===== config.mk =====
export PLATFORM = sky130hd
export DESIGN_NAME = audio_timer
export DESIGN_NICKNAME = d
export VERILOG_FILES = /design/src/rtl/audio_timer_pkg.sv /design/src/rtl/audio_timer.sv
export SDC_FILE = /design/constraint.sdc
export NUM_CORES = 1
export LEC_CHECK = 0
export BUFFER_PORTS_ARGS = -buffer_cell sky130_fd_sc_hd__buf_2
export CAP_MARGIN = 25
export CORE_MARGIN = 3
export CORE_UTILIZATION = 40
export CTS_CLUSTER_SIZE = 30
export DETAILED_ROUTE_END_ITERATION = 6
export SYNTH_ARGS = -nofsm -noshare
export SYNTH_HDL_FRONTEND = slang
export SYNTH_SLANG_ARGS = --single-unit

===== constraint.sdc =====
create_clock -name pclk -period 3.35 [get_ports pclk]
set_clock_uncertainty 0.05 [all_clocks]
set_input_delay 0.335 -clock pclk [delete_from_list [all_inputs] [get_ports pclk]]
set_output_delay 0.335 -clock pclk [all_outputs]
set_load 0.1 [all_outputs]

===== src/rtl/audio_timer_pkg.sv =====
// constants, types and register map of the 10-bit audio timer
package audio_timer_pkg;

	// register byte addresses, one aligned word each
	localparam logic [11:0] ADDR_CTRL0 = 12'h000;
	localparam logic [11:0] ADDR_CTRL1 = 12'h004;
	localparam logic [11:0] ADDR_CNT_LO = 12'h008;
	localparam logic [11:0] ADDR_CNT_HI = 12'h00C;
	localparam logic [11:0] ADDR_A_LO = 12'h010;
	localparam logic [11:0] ADDR_A_HI = 12'h014;
	localparam logic [11:0] ADDR_B_LO = 12'h018;
	localparam logic [11:0] ADDR_B_HI = 12'h01C;
	localparam logic [11:0] ADDR_PERIOD = 12'h020;
	localparam logic [11:0] ADDR_FLAGS = 12'h024;

	// flag register bit positions, write one to clear
	localparam int FLAG_A_POS = 0;
	localparam int FLAG_P_POS = 1;
	localparam int FLAG_B_POS = 2;

	// reset values
	localparam logic [7:0] CTRL_RESET = 8'h00;
	localparam logic [9:0] CMP_RESET = 10'h000;
	localparam logic [7:0] PERIOD_RESET = 8'h00;

	// prescale for the divided system tick
	localparam int TICK_DIV = 4;

	// counter tick source selection
	localparam logic [2:0] CLK_SEL_DIV4 = 3'h0;
	localparam logic [2:0] CLK_SEL_SYS = 3'h1;
	localparam logic [2:0] CLK_SEL_EXT_RISE = 3'h6;
	localparam logic [2:0] CLK_SEL_EXT_FALL = 3'h7;

	typedef enum logic [1:0] {
		MODE_COMPARE = 2'b00,
		MODE_UNDEF = 2'b01,
		MODE_PWM = 2'b10,
		MODE_TIMER = 2'b11
	} mode_type;

	typedef enum logic [1:0] {
		ACT_NONE = 2'b00,
		ACT_LOW = 2'b01,
		ACT_HIGH = 2'b10,
		ACT_TOGGLE = 2'b11
	} pin_action_type;

	// both control bytes as one carrier; the six stored ctrl0 bits fill the upper bits
	typedef struct packed {
		logic pause;
		logic [2:0] clk_sel;
		logic module_enable;
		logic pwm_submode_select;
		mode_type operating_mode_field;
		pin_action_type pin_action_field;
		logic output_initial_level;
		logic output_invert;
		logic period_duty_swap;
		logic counter_clear_select;
	} ctrl_type;

endpackage


===== src/rtl/audio_timer.sv =====
// 10-bit audio timer with compare, timer, normal pwm and audio pwm modes
//
// Our own choices: the APB interface to the registers and the register addresses.
`timescale 1ns/1ps
module audio_timer (
	input wire logic pclk,
	input wire logic presetn,
	input wire logic psel,
	input wire logic penable,
	input wire logic pwrite,
	input wire logic [11:0] paddr,
	input wire logic [31:0] pwdata,
	input wire logic [3:0] pstrb,
	output logic [31:0] prdata,
	output logic pready,
	output logic pslverr,
	input wire logic ext_tick_pin,
	output logic timer_output_pin,
	output logic timer_output_pin_inverted,
	output logic audio_output_one,
	output logic audio_output_two,
	output logic pin_drive_enable
);
	import audio_timer_pkg::*;

	// register state
	ctrl_type ctrl_q;
	logic [9:0] a_buf_q;
	logic [9:0] b_buf_q;
	logic [7:0] p_buf_q;
	logic [9:0] a_act_q;
	logic [9:0] b_act_q;
	logic [7:0] p_act_q;
	logic flag_a_q, flag_p_q, flag_b_q;
	logic [9:0] cnt_q;
	logic enable_prev_q;
	logic cm_level_q;
	logic [1:0] div_q;
	logic ext_s1_q, ext_s2_q, ext_s3_q;
	logic [31:0] prdata_q;
	logic pready_q;
	logic pslverr_q;
	logic pin_q;
	logic pin_n_q;
	logic audio_one_q;
	logic audio_two_q;
	logic drive_q;

	// combinational
	logic wr_en;
	logic setup;
	logic mapped;
	logic [7:0] rd_byte;
	logic tick_src;
	logic tick_en;
	logic enable_rise;
	logic [9:0] cnt_next;
	logic hit_a, hit_b, hit_p;
	logic is_pwm;
	logic is_audio;
	logic is_cm_like;
	logic swap_eff;
	logic period_hit;
	logic evt_a, evt_p, evt_b;
	logic [10:0] duty_one;
	logic pwm_one;
	logic pwm_two;
	logic [1:0] tick_last;

	// word write wins only with lane 0 enabled, data sits in the low byte
	function automatic logic wr_hit(input logic [11:0] addr, input logic [11:0] target);
		wr_hit = (addr == target);
	endfunction

	// pwm pin level from waveform state, pin action, active level and invert
	function automatic logic pwm_level(input logic wave, input pin_action_type act,
			input logic active_high, input logic invert);
		logic active;
		active = 1'b0;
		case (act)
			ACT_NONE: active = 1'b0;
			ACT_LOW: active = 1'b1;
			ACT_HIGH: active = wave;
			default: active = 1'b0;
		endcase
		pwm_level = (active ? active_high : ~active_high) ^ invert;
	endfunction

	assign setup = psel & ~penable;
	assign wr_en = psel & penable & pready_q & pwrite & pstrb[0];
	assign tick_last = 2'(TICK_DIV - 1);

	// address decode and read mux
	always_comb begin
		mapped = 1'b1;
		rd_byte = 8'h00;
		case (paddr)
			ADDR_CTRL0: rd_byte = {ctrl_q.pause, ctrl_q.clk_sel, ctrl_q.module_enable,
				2'b00, ctrl_q.pwm_submode_select};
			ADDR_CTRL1: rd_byte = ctrl_q[7:0];
			ADDR_CNT_LO: rd_byte = cnt_q[7:0];
			ADDR_CNT_HI: rd_byte = {6'h00, cnt_q[9:8]};
			ADDR_A_LO: rd_byte = a_buf_q[7:0];
			ADDR_A_HI: rd_byte = {6'h00, a_buf_q[9:8]};
			ADDR_B_LO: rd_byte = b_buf_q[7:0];
			ADDR_B_HI: rd_byte = {6'h00, b_buf_q[9:8]};
			ADDR_PERIOD: rd_byte = p_buf_q;
			ADDR_FLAGS: rd_byte = {5'h00, flag_b_q, flag_p_q, flag_a_q};
			default: mapped = 1'b0;
		endcase
	end

	// apb answer: registered, so every access has exactly one access cycle
	always_ff @(posedge pclk or negedge presetn) begin
		if (!presetn) begin
			prdata_q <= 32'h0000_0000;
			pready_q <= 1'b0;
			pslverr_q <= 1'b0;
		end else begin
			pready_q <= setup;
			pslverr_q <= setup & ~mapped;
			if (setup && !pwrite) begin
				prdata_q <= {24'h00_0000, rd_byte};
			end else if (setup) begin
				prdata_q <= 32'h0000_0000;
			end
		end
	end

	// control bytes; the swap bit is held at zero while audio is selected
	always_ff @(posedge pclk or negedge presetn) begin
		if (!presetn) begin
			ctrl_q <= ctrl_type'({CTRL_RESET[5:0], CTRL_RESET});
		end else begin
			if (wr_en && wr_hit(paddr, ADDR_CTRL0)) begin
				ctrl_q.pause <= pwdata[7];
				ctrl_q.clk_sel <= pwdata[6:4];
				ctrl_q.module_enable <= pwdata[3];
				ctrl_q.pwm_submode_select <= pwdata[0];
			end
			if (wr_en && wr_hit(paddr, ADDR_CTRL1)) begin
				ctrl_q.operating_mode_field <= mode_type'(pwdata[7:6]);
				ctrl_q.pin_action_field <= pin_action_type'(pwdata[5:4]);
				ctrl_q.output_initial_level <= pwdata[3];
				ctrl_q.output_invert <= pwdata[2];
				ctrl_q.period_duty_swap <= pwdata[1] & ~ctrl_q.pwm_submode_select;
				ctrl_q.counter_clear_select <= pwdata[0];
			end else if (ctrl_q.pwm_submode_select) begin
				ctrl_q.period_duty_swap <= 1'b0;
			end
		end
	end

	// software-visible compare bytes, reset to zero
	always_ff @(posedge pclk or negedge presetn) begin
		if (!presetn) begin
			a_buf_q <= CMP_RESET;
			b_buf_q <= CMP_RESET;
			p_buf_q <= PERIOD_RESET;
		end else if (wr_en) begin
			if (wr_hit(paddr, ADDR_A_LO)) a_buf_q[7:0] <= pwdata[7:0];
			if (wr_hit(paddr, ADDR_A_HI)) a_buf_q[9:8] <= pwdata[1:0];
			if (wr_hit(paddr, ADDR_B_LO)) b_buf_q[7:0] <= pwdata[7:0];
			if (wr_hit(paddr, ADDR_B_HI)) b_buf_q[9:8] <= pwdata[1:0];
			if (wr_hit(paddr, ADDR_PERIOD)) p_buf_q <= pwdata[7:0];
		end
	end

	// compare values in use: enabled audio mode reloads them only at period end,
	// so a half-written 10-bit pair never reaches the comparators mid-period
	always_ff @(posedge pclk or negedge presetn) begin
		if (!presetn) begin
			a_act_q <= CMP_RESET;
			b_act_q <= CMP_RESET;
			p_act_q <= PERIOD_RESET;
		end else if (!is_audio || !ctrl_q.module_enable || evt_p) begin
			a_act_q <= a_buf_q;
			b_act_q <= b_buf_q;
			p_act_q <= p_buf_q;
		end
	end

	// mode decode
	assign is_pwm = (ctrl_q.operating_mode_field == MODE_PWM);
	assign is_audio = is_pwm & ctrl_q.pwm_submode_select;
	assign is_cm_like = (ctrl_q.operating_mode_field == MODE_COMPARE) ||
		(ctrl_q.operating_mode_field == MODE_TIMER);
	assign swap_eff = ctrl_q.period_duty_swap & ~ctrl_q.pwm_submode_select;

	// external tick pin: two flops before use, third only feeds edge detect
	always_ff @(posedge pclk or negedge presetn) begin
		if (!presetn) begin
			ext_s1_q <= 1'b0;
			ext_s2_q <= 1'b0;
			ext_s3_q <= 1'b0;
		end else begin
			ext_s1_q <= ext_tick_pin;
			ext_s2_q <= ext_s1_q;
			ext_s3_q <= ext_s2_q;
		end
	end

	// free-running prescaler for the divided tick
	always_ff @(posedge pclk or negedge presetn) begin
		if (!presetn) begin
			div_q <= 2'b00;
		end else begin
			div_q <= (div_q == tick_last) ? 2'b00 : div_q + 2'b01;
		end
	end

	// tick source; unlisted selections fall back to the system clock
	always_comb begin
		case (ctrl_q.clk_sel)
			CLK_SEL_DIV4: tick_src = (div_q == tick_last);
			CLK_SEL_SYS: tick_src = 1'b1;
			CLK_SEL_EXT_RISE: tick_src = ext_s2_q & ~ext_s3_q;
			CLK_SEL_EXT_FALL: tick_src = ~ext_s2_q & ext_s3_q;
			default: tick_src = 1'b1;
		endcase
	end

	assign tick_en = ctrl_q.module_enable & ~ctrl_q.pause & tick_src;
	assign enable_rise = ctrl_q.module_enable & ~enable_prev_q;

	// comparators look at the value the counter is about to take
	assign cnt_next = cnt_q + 10'h001;
	assign hit_a = (cnt_next == a_act_q);
	assign hit_b = (cnt_next == b_act_q);
	// period zero matches on wrap to zero, giving 1024 counts
	assign hit_p = (cnt_next[9:2] == p_act_q) && (cnt_next[1:0] == 2'b00);

	// clearing source
	always_comb begin
		if (is_pwm) begin
			period_hit = swap_eff ? hit_a : hit_p;
		end else if (ctrl_q.counter_clear_select) begin
			period_hit = hit_a;
		end else begin
			period_hit = hit_p;
		end
	end

	// match events; a zero a value only marks overflow and raises nothing
	assign evt_a = tick_en & hit_a & (a_act_q != CMP_RESET) & (is_pwm | is_cm_like);
	assign evt_p = tick_en & hit_p & (is_pwm | (is_cm_like & ~ctrl_q.counter_clear_select));
	assign evt_b = tick_en & hit_b & (b_act_q != CMP_RESET) & is_audio;

	// counter: cleared by enable rising edge, holds while off or paused
	always_ff @(posedge pclk or negedge presetn) begin
		if (!presetn) begin
			cnt_q <= CMP_RESET;
			enable_prev_q <= 1'b0;
		end else begin
			enable_prev_q <= ctrl_q.module_enable;
			if (enable_rise) begin
				cnt_q <= CMP_RESET;
			end else if (tick_en) begin
				cnt_q <= period_hit ? CMP_RESET : cnt_next;
			end
		end
	end

	// sticky flags; a new match in the clearing cycle wins
	always_ff @(posedge pclk or negedge presetn) begin
		if (!presetn) begin
			flag_a_q <= 1'b0;
			flag_p_q <= 1'b0;
			flag_b_q <= 1'b0;
		end else begin
			if (evt_a) begin
				flag_a_q <= 1'b1;
			end else if (wr_en && wr_hit(paddr, ADDR_FLAGS) && pwdata[FLAG_A_POS]) begin
				flag_a_q <= 1'b0;
			end
			if (evt_p) begin
				flag_p_q <= 1'b1;
			end else if (wr_en && wr_hit(paddr, ADDR_FLAGS) && pwdata[FLAG_P_POS]) begin
				flag_p_q <= 1'b0;
			end
			if (evt_b) begin
				flag_b_q <= 1'b1;
			end else if (wr_en && wr_hit(paddr, ADDR_FLAGS) && pwdata[FLAG_B_POS]) begin
				flag_b_q <= 1'b0;
			end
		end
	end

	// compare-mode pin level: loaded on the enable rise, then moved only by a-match events
	always_ff @(posedge pclk or negedge presetn) begin
		if (!presetn) begin
			cm_level_q <= 1'b0;
		end else if (enable_rise) begin
			cm_level_q <= ctrl_q.output_initial_level;
		end else if (evt_a && is_cm_like) begin
			case (ctrl_q.pin_action_field)
				ACT_NONE: cm_level_q <= cm_level_q;
				ACT_LOW: cm_level_q <= 1'b0;
				ACT_HIGH: cm_level_q <= 1'b1;
				ACT_TOGGLE: cm_level_q <= ~cm_level_q;
				default: cm_level_q <= cm_level_q;
			endcase
		end
	end

	// pwm waveforms: active while the count is below the duty value
	assign duty_one = swap_eff ? ((p_act_q == PERIOD_RESET) ? 11'h400 : {1'b0, p_act_q, 2'b00})
		: {1'b0, a_act_q};
	assign pwm_one = ({1'b0, cnt_q} < duty_one);
	assign pwm_two = (cnt_q < b_act_q);

	// output pins; idle levels are zero (one on the inverted pin) and timer or undefined mode frees the pin
	always_ff @(posedge pclk or negedge presetn) begin
		if (!presetn) begin
			pin_q <= 1'b0;
			pin_n_q <= 1'b1;
			audio_one_q <= 1'b0;
			audio_two_q <= 1'b0;
			drive_q <= 1'b0;
		end else begin
			drive_q <= (ctrl_q.operating_mode_field == MODE_COMPARE) || is_pwm;
			if (is_audio) begin
				pin_q <= 1'b0;
				pin_n_q <= 1'b1;
				audio_one_q <= pwm_level(pwm_one, ctrl_q.pin_action_field,
					ctrl_q.output_initial_level, ctrl_q.output_invert);
				audio_two_q <= pwm_level(pwm_two, ctrl_q.pin_action_field,
					ctrl_q.output_initial_level, ctrl_q.output_invert);
			end else if (is_pwm) begin
				pin_q <= pwm_level(pwm_one, ctrl_q.pin_action_field,
					ctrl_q.output_initial_level, ctrl_q.output_invert);
				pin_n_q <= ~pwm_level(pwm_one, ctrl_q.pin_action_field,
					ctrl_q.output_initial_level, ctrl_q.output_invert);
				audio_one_q <= 1'b0;
				audio_two_q <= 1'b0;
			end else begin
				pin_q <= cm_level_q ^ ctrl_q.output_invert;
				pin_n_q <= ~(cm_level_q ^ ctrl_q.output_invert);
				audio_one_q <= 1'b0;
				audio_two_q <= 1'b0;
			end
		end
	end

	assign prdata = prdata_q;
	assign pready = pready_q;
	assign pslverr = pslverr_q;
	assign timer_output_pin = pin_q;
	assign timer_output_pin_inverted = pin_n_q;
	assign audio_output_one = audio_one_q;
	assign audio_output_two = audio_two_q;
	assign pin_drive_enable = drive_q;

	// checks
	a_swap_held_zero: assert property (@(posedge pclk) disable iff (!presetn)
		ctrl_q.pwm_submode_select |-> ##1
		(!ctrl_q.period_duty_swap || !ctrl_q.pwm_submode_select))
		else $error("swap bit survived audio selection");
	a_clear_on_a: assert property (@(posedge pclk) disable iff (!presetn)
		(tick_en && !enable_rise && is_cm_like && ctrl_q.counter_clear_select && hit_a)
		|=> (cnt_q == 10'h000))
		else $error("counter not cleared on a match");
	a_clear_on_p: assert property (@(posedge pclk) disable iff (!presetn)
		(tick_en && !enable_rise && is_cm_like && !ctrl_q.counter_clear_select && hit_p)
		|=> (cnt_q == 10'h000) && flag_p_q)
		else $error("period match did not clear and flag");
	a_no_p_flag: assert property (@(posedge pclk) disable iff (!presetn)
		(is_cm_like && ctrl_q.counter_clear_select && !flag_p_q) |=> !flag_p_q)
		else $error("p flag set with clear select high");
	a_overflow_no_a: assert property (@(posedge pclk) disable iff (!presetn)
		(a_act_q == 10'h000 && !flag_a_q) |=> !flag_a_q)
		else $error("a flag raised for zero compare value");
	a_period_multiple: assert property (@(posedge pclk) disable iff (!presetn)
		(tick_en && !enable_rise && is_cm_like && !ctrl_q.counter_clear_select
		&& cnt_q[1:0] != 2'b11) |=> (cnt_q == $past(cnt_q) + 10'h001))
		else $error("period match off a four-count boundary");
	a_pin_toggle: assert property (@(posedge pclk) disable iff (!presetn)
		(evt_a && is_cm_like && !enable_rise
		&& ctrl_q.pin_action_field == ACT_TOGGLE) |=> (cm_level_q != $past(cm_level_q)))
		else $error("toggle action did not toggle");
	a_p_leaves_pin: assert property (@(posedge pclk) disable iff (!presetn)
		(!evt_a && !enable_rise) |=> $stable(cm_level_q))
		else $error("pin moved without an a match");
	a_enable_init: assert property (@(posedge pclk) disable iff (!presetn)
		enable_rise |=> (cm_level_q == $past(ctrl_q.output_initial_level)) && (cnt_q == 10'h000))
		else $error("enable edge did not load initial state");
	a_timer_freed: assert property (@(posedge pclk) disable iff (!presetn)
		(ctrl_q.operating_mode_field == MODE_TIMER) |=> !pin_drive_enable)
		else $error("pin driven in timer mode");
	a_audio_shadow: assert property (@(posedge pclk) disable iff (!presetn)
		(is_audio && ctrl_q.module_enable && !evt_p) |=> $stable(a_act_q) && $stable(p_act_q))
		else $error("audio compare value changed mid-period");
	a_counter_high: assert property (@(posedge pclk) disable iff (!presetn)
		(setup && !pwrite && paddr == ADDR_CNT_HI) |=> (prdata[31:2] == 30'h0000_0000))
		else $error("counter high byte upper bits not zero");

endmodule


==> results.py <==
metrics = {
    "yosys": {
        "yosysMostFrequentCell": "dfrtp_1",
        "syn_avg_cell_area_um2": 10.2,
        "synth-main-ff-cell": "dfrtp_1",
        "syn_inst": 668,
        "synth_top_family_by_area": "simple AND/OR/NAND/NOR gates",
        "synth_fa_ha_area_share_pct": 5.31,
        "synth_xor_area_share_pct": 4.12,
        "yosys_warnings": 0,
        "yosys.area_share.simple_pct": 16.6,
        "yosys-mux-area-fraction_pct": 14.3,
        "synth_edf_count": 0,
        "yosysSeqAreaShare_pct": 38.5,
        "yosysTopAreaCellShare_pct": 38.1,
        "ys_ff_latch": 105,
        "synth_area_leaders": "dfrtp_1 38%, mux2_2 7.6%, ha_1 5.3%",
        "syn_area_um2": 6830,
        "synth_top_cell_by_area": "dfrtp_1",
        "synth_common_cells": "104 x dfrtp_1, 46 x mux2_2, 44 x nand2_1",
        "synth_compound_area_share_pct": 14.4,
        "synthArstFlopShare_pct": 100,
        "netlist-cell-type-count": 78,
    },
    "global_routing": {
        "grt_usage_pct": 21.3,
        "grt_max_degree": 59,
        "overflow": 0,
        "grt_pass1_vias": 5423,
        "grt_pass1_wl_mm": 30.6,
        "antenna_found_initial": 0,
    },
    "placed_design": {
        "numPortBuffers": 41,
        "pre_cts_ws_ps": 267,
        "place_area_um2": 7310,
        "hpwl_mm": 14.7,
        "placedCellCount": 926,
        "place_congestion": 0.942,
    },
    "finish": {
        "multi_input_area_um2": 3830,
        "drive_above_1_share_pct": 24.2,
        "antenna_cells": 0,
        "fillers": 1609,
        "regArea_um2": 2630,
        "area_delta_synth_final_pct": 11.9,
        "layout.nets": 801,
        "finalNonFillerCells": 943,
        "fin_area_um2": 7650,
    },
    "worst_hold_path": {
        "worstHoldPathType": "input pin to register",
        "hold_depth": 1,
    },
    "clock_network": {
        "cts_buffers": 9,
        "postCtsSetupBuffers": 0,
        "path_clk_slew_ps": 80,
        "clock_latency_ps": 360,
        "clockBufferDepth": 2,
        "cts_tree": "built",
        "htree_levels": 3,
        "clock-sinks": 105,
        "cts-root-buf": "clkbuf_16",
    },
    "setup_path": {
        "crit_path_end": "cnt_q[0]$_DFFE_PN0P_",
        "cp-end-kind": "register",
        "cp_cell_sequence": "ha_1, buf_4, nand4_1, nor2_1, nor2b_1, a2111oi_1, nand4_1, o211ai_1, buf_4, o21ai_0",
        "path_max_fanout": 12,
        "max_stage_delay_ps": 510,
        "critical_path_arrival_ps": 3220,
        "crit_buf_inv": 2,
        "r2r-start": "cnt_q[0]$_DFFE_PN0P_",
        "r2r_slack_ps": 320,
        "worstPathRequired_ps": 3540,
        "cp.depth": 10,
        "r2r-end": "cnt_q[0]$_DFFE_PN0P_",
        "path_delay_family": "simple AND/OR/NAND/NOR gates",
        "startpoint_type": "register",
        "cp_slowest_cell": "a2111oi_1",
        "rr_worst_depth": 10,
        "crit_path_start": "cnt_q[0]$_DFFE_PN0P_",
        "critPathKind": "register to register",
    },
    "detailed_routing": {
        "routedWlPerCell_um": 20.5,
        "drtIter0Drc": 379,
        "dr.pass1.iters": 7,
        "detail-route-antenna-nets": 0,
        "num_vias": 5457,
        "route.detailed.drc": 0,
        "via_per_inst": 5.79,
        "wl_mm": 19.3,
    },
    "sta": {
        "fin_ws_ps": 319,
        "rsz0062_at_grt": "no",
        "slew_viol_final": 0,
        "hold_viol": 0,
        "worst_pin_slew_ps": 840,
        "fmax_mhz": 330,
        "setup_viol": 0,
        "fin_tns_setup_ps": 0,
        "fin_crit_sh_pct": 90.5,
        "min_period_ps": 3030,
        "slew_headroom_pct": 43.9,
    },
    "floorplanning": {
        "die_w_um": 137,
        "pin_count": 93,
        "die_area_um2": 18700,
        "core_um2": 16600,
        "num_rows": 47,
        "fp.dieH_um": 137,
        "start_util_pct": 41.0,
    },
    "pwr": {
        "leakage_uw": 0.00343,
        "p_per_area_nw_per_um2": 342,
        "ir_drop_v": 0.000387,
    },
    "outcome": {
        "status": "finished, final reports clean",
    },
    "job": {
        "maxCapViolations": 0,
    },
}
## how the worst min path moves through the flow
stage,start,slack (ps),to
2_1_floorplan,presetn,-10,a_act_q[0]$_DFFE_PN0P_
3_3_place_gp,ext_s1_q$_DFF_PN0_,290,ext_s2_q$_DFF_PN0_
3_5_place_dp,ext_s1_q$_DFF_PN0_,300,ext_s2_q$_DFF_PN0_
4_1_cts,ext_tick_pin,7,ext_s1_q$_DFF_PN0_
5_1_grt,ext_tick_pin,8,ext_s1_q$_DFF_PN0_
6_report,ext_tick_pin,20,ext_s1_q$_DFF_PN0_
## kinds of logic (layout without fill, tap and decap cells)
logic type,Yosys count,count (layout)
AOI/OAI and AO/OA,139,139
xor gates and xnor gates,29,29
adders and majority gates,29,29
buffers and inverters,85,117
DFF,105,105
muxes,82,82
other,1,24
and+or+nand+nor,198,198
## per-layer routing
metal | wire length, um | vias up | global-route usage, %
met5 | 0 | - | 0
met4 | 521 | 0 | 7.22
met3 | 883 | 32 | 3.42
met2 | 9100 | 165 | 34.4
met1 | 8790 | 2730 | 29.2
li1 | - | 2530 | -
## what timing repair did
action	CTS	global route
endpoints found under the hold margin	46	0
setup endpoints to repair	0	2
resized for setup	0	1
hold buffers	1	0
## sequential cells by signal, summed over array words and instances (netlist names), 2 cells and up
| register | cells |
|---|---|
| a_act_q | 10 |
| p_act_q | 8 |
| prdata | 8 |
| a_buf_q | 10 |
| b_act_q | 10 |
| b_buf_q | 10 |
| p_buf_q | 8 |
| ctrl_q | 14 |
| cnt_q | 10 |
| div_q | 2 |
## cell type report
type | count | area share [%]
clock buffer | 9 | 2.95
clock inverter | 7 | 1.26
inverter | 26 | 1.28
multi-input combinational | 501 | 50.1
sequential | 105 | 34.4
tap | 220 | 3.60
timing repair buffer | 75 | 6.41
## power breakdown
part	total (uW)	internal (uW)	switching, uW
Clock	1130	550	584
Combinational	207	23.4	184
Sequential	1270	1270	1.74
Total	2610	1840	770
## through the flow
stage	hold slack (ps)	power, uW	utilization [%]
after floorplan	-10.6	1460	-
after global placement	287	1500	44.0
after detailed placement	301	1500	44.0
after CTS	7.04	2650	45.9
after global routing	7.80	2710	46.0
final	19.3	2610	46.0
## cells in the final DEF (no fill, tap or decap), drive strengths merged, types with 4 or more instances in the layout
cell type / Yosys / routed
nor3: 16 / 16
mux2: 66 / 66
and4: 4 / 4
nand4b: 5 / 5
and2: 4 / 4
a32oi: 5 / 5
o31ai: 5 / 5
o211ai: 6 / 6
conb: 1 / 24
mux2i: 16 / 16
ha: 29 / 29
clkbuf: 17 / 9
nand4: 10 / 10
nor3b: 10 / 10
nor2b: 14 / 14
and3: 7 / 7
buf: 42 / 74
inv: 26 / 30
a211oi: 5 / 5
xor2: 6 / 6
xnor2: 21 / 21
a22oi: 7 / 7
o21ai: 37 / 37
dfrtp: 104 / 104
nand3: 18 / 18
nor2: 30 / 30
a221oi: 8 / 8
nor4: 14 / 14
a31oi: 7 / 7
o22ai: 4 / 4
a21oi: 14 / 14
a2111oi: 5 / 5
nand2: 44 / 44
or3: 6 / 6
No activity file was read; power rests on OpenSTA's default activity.
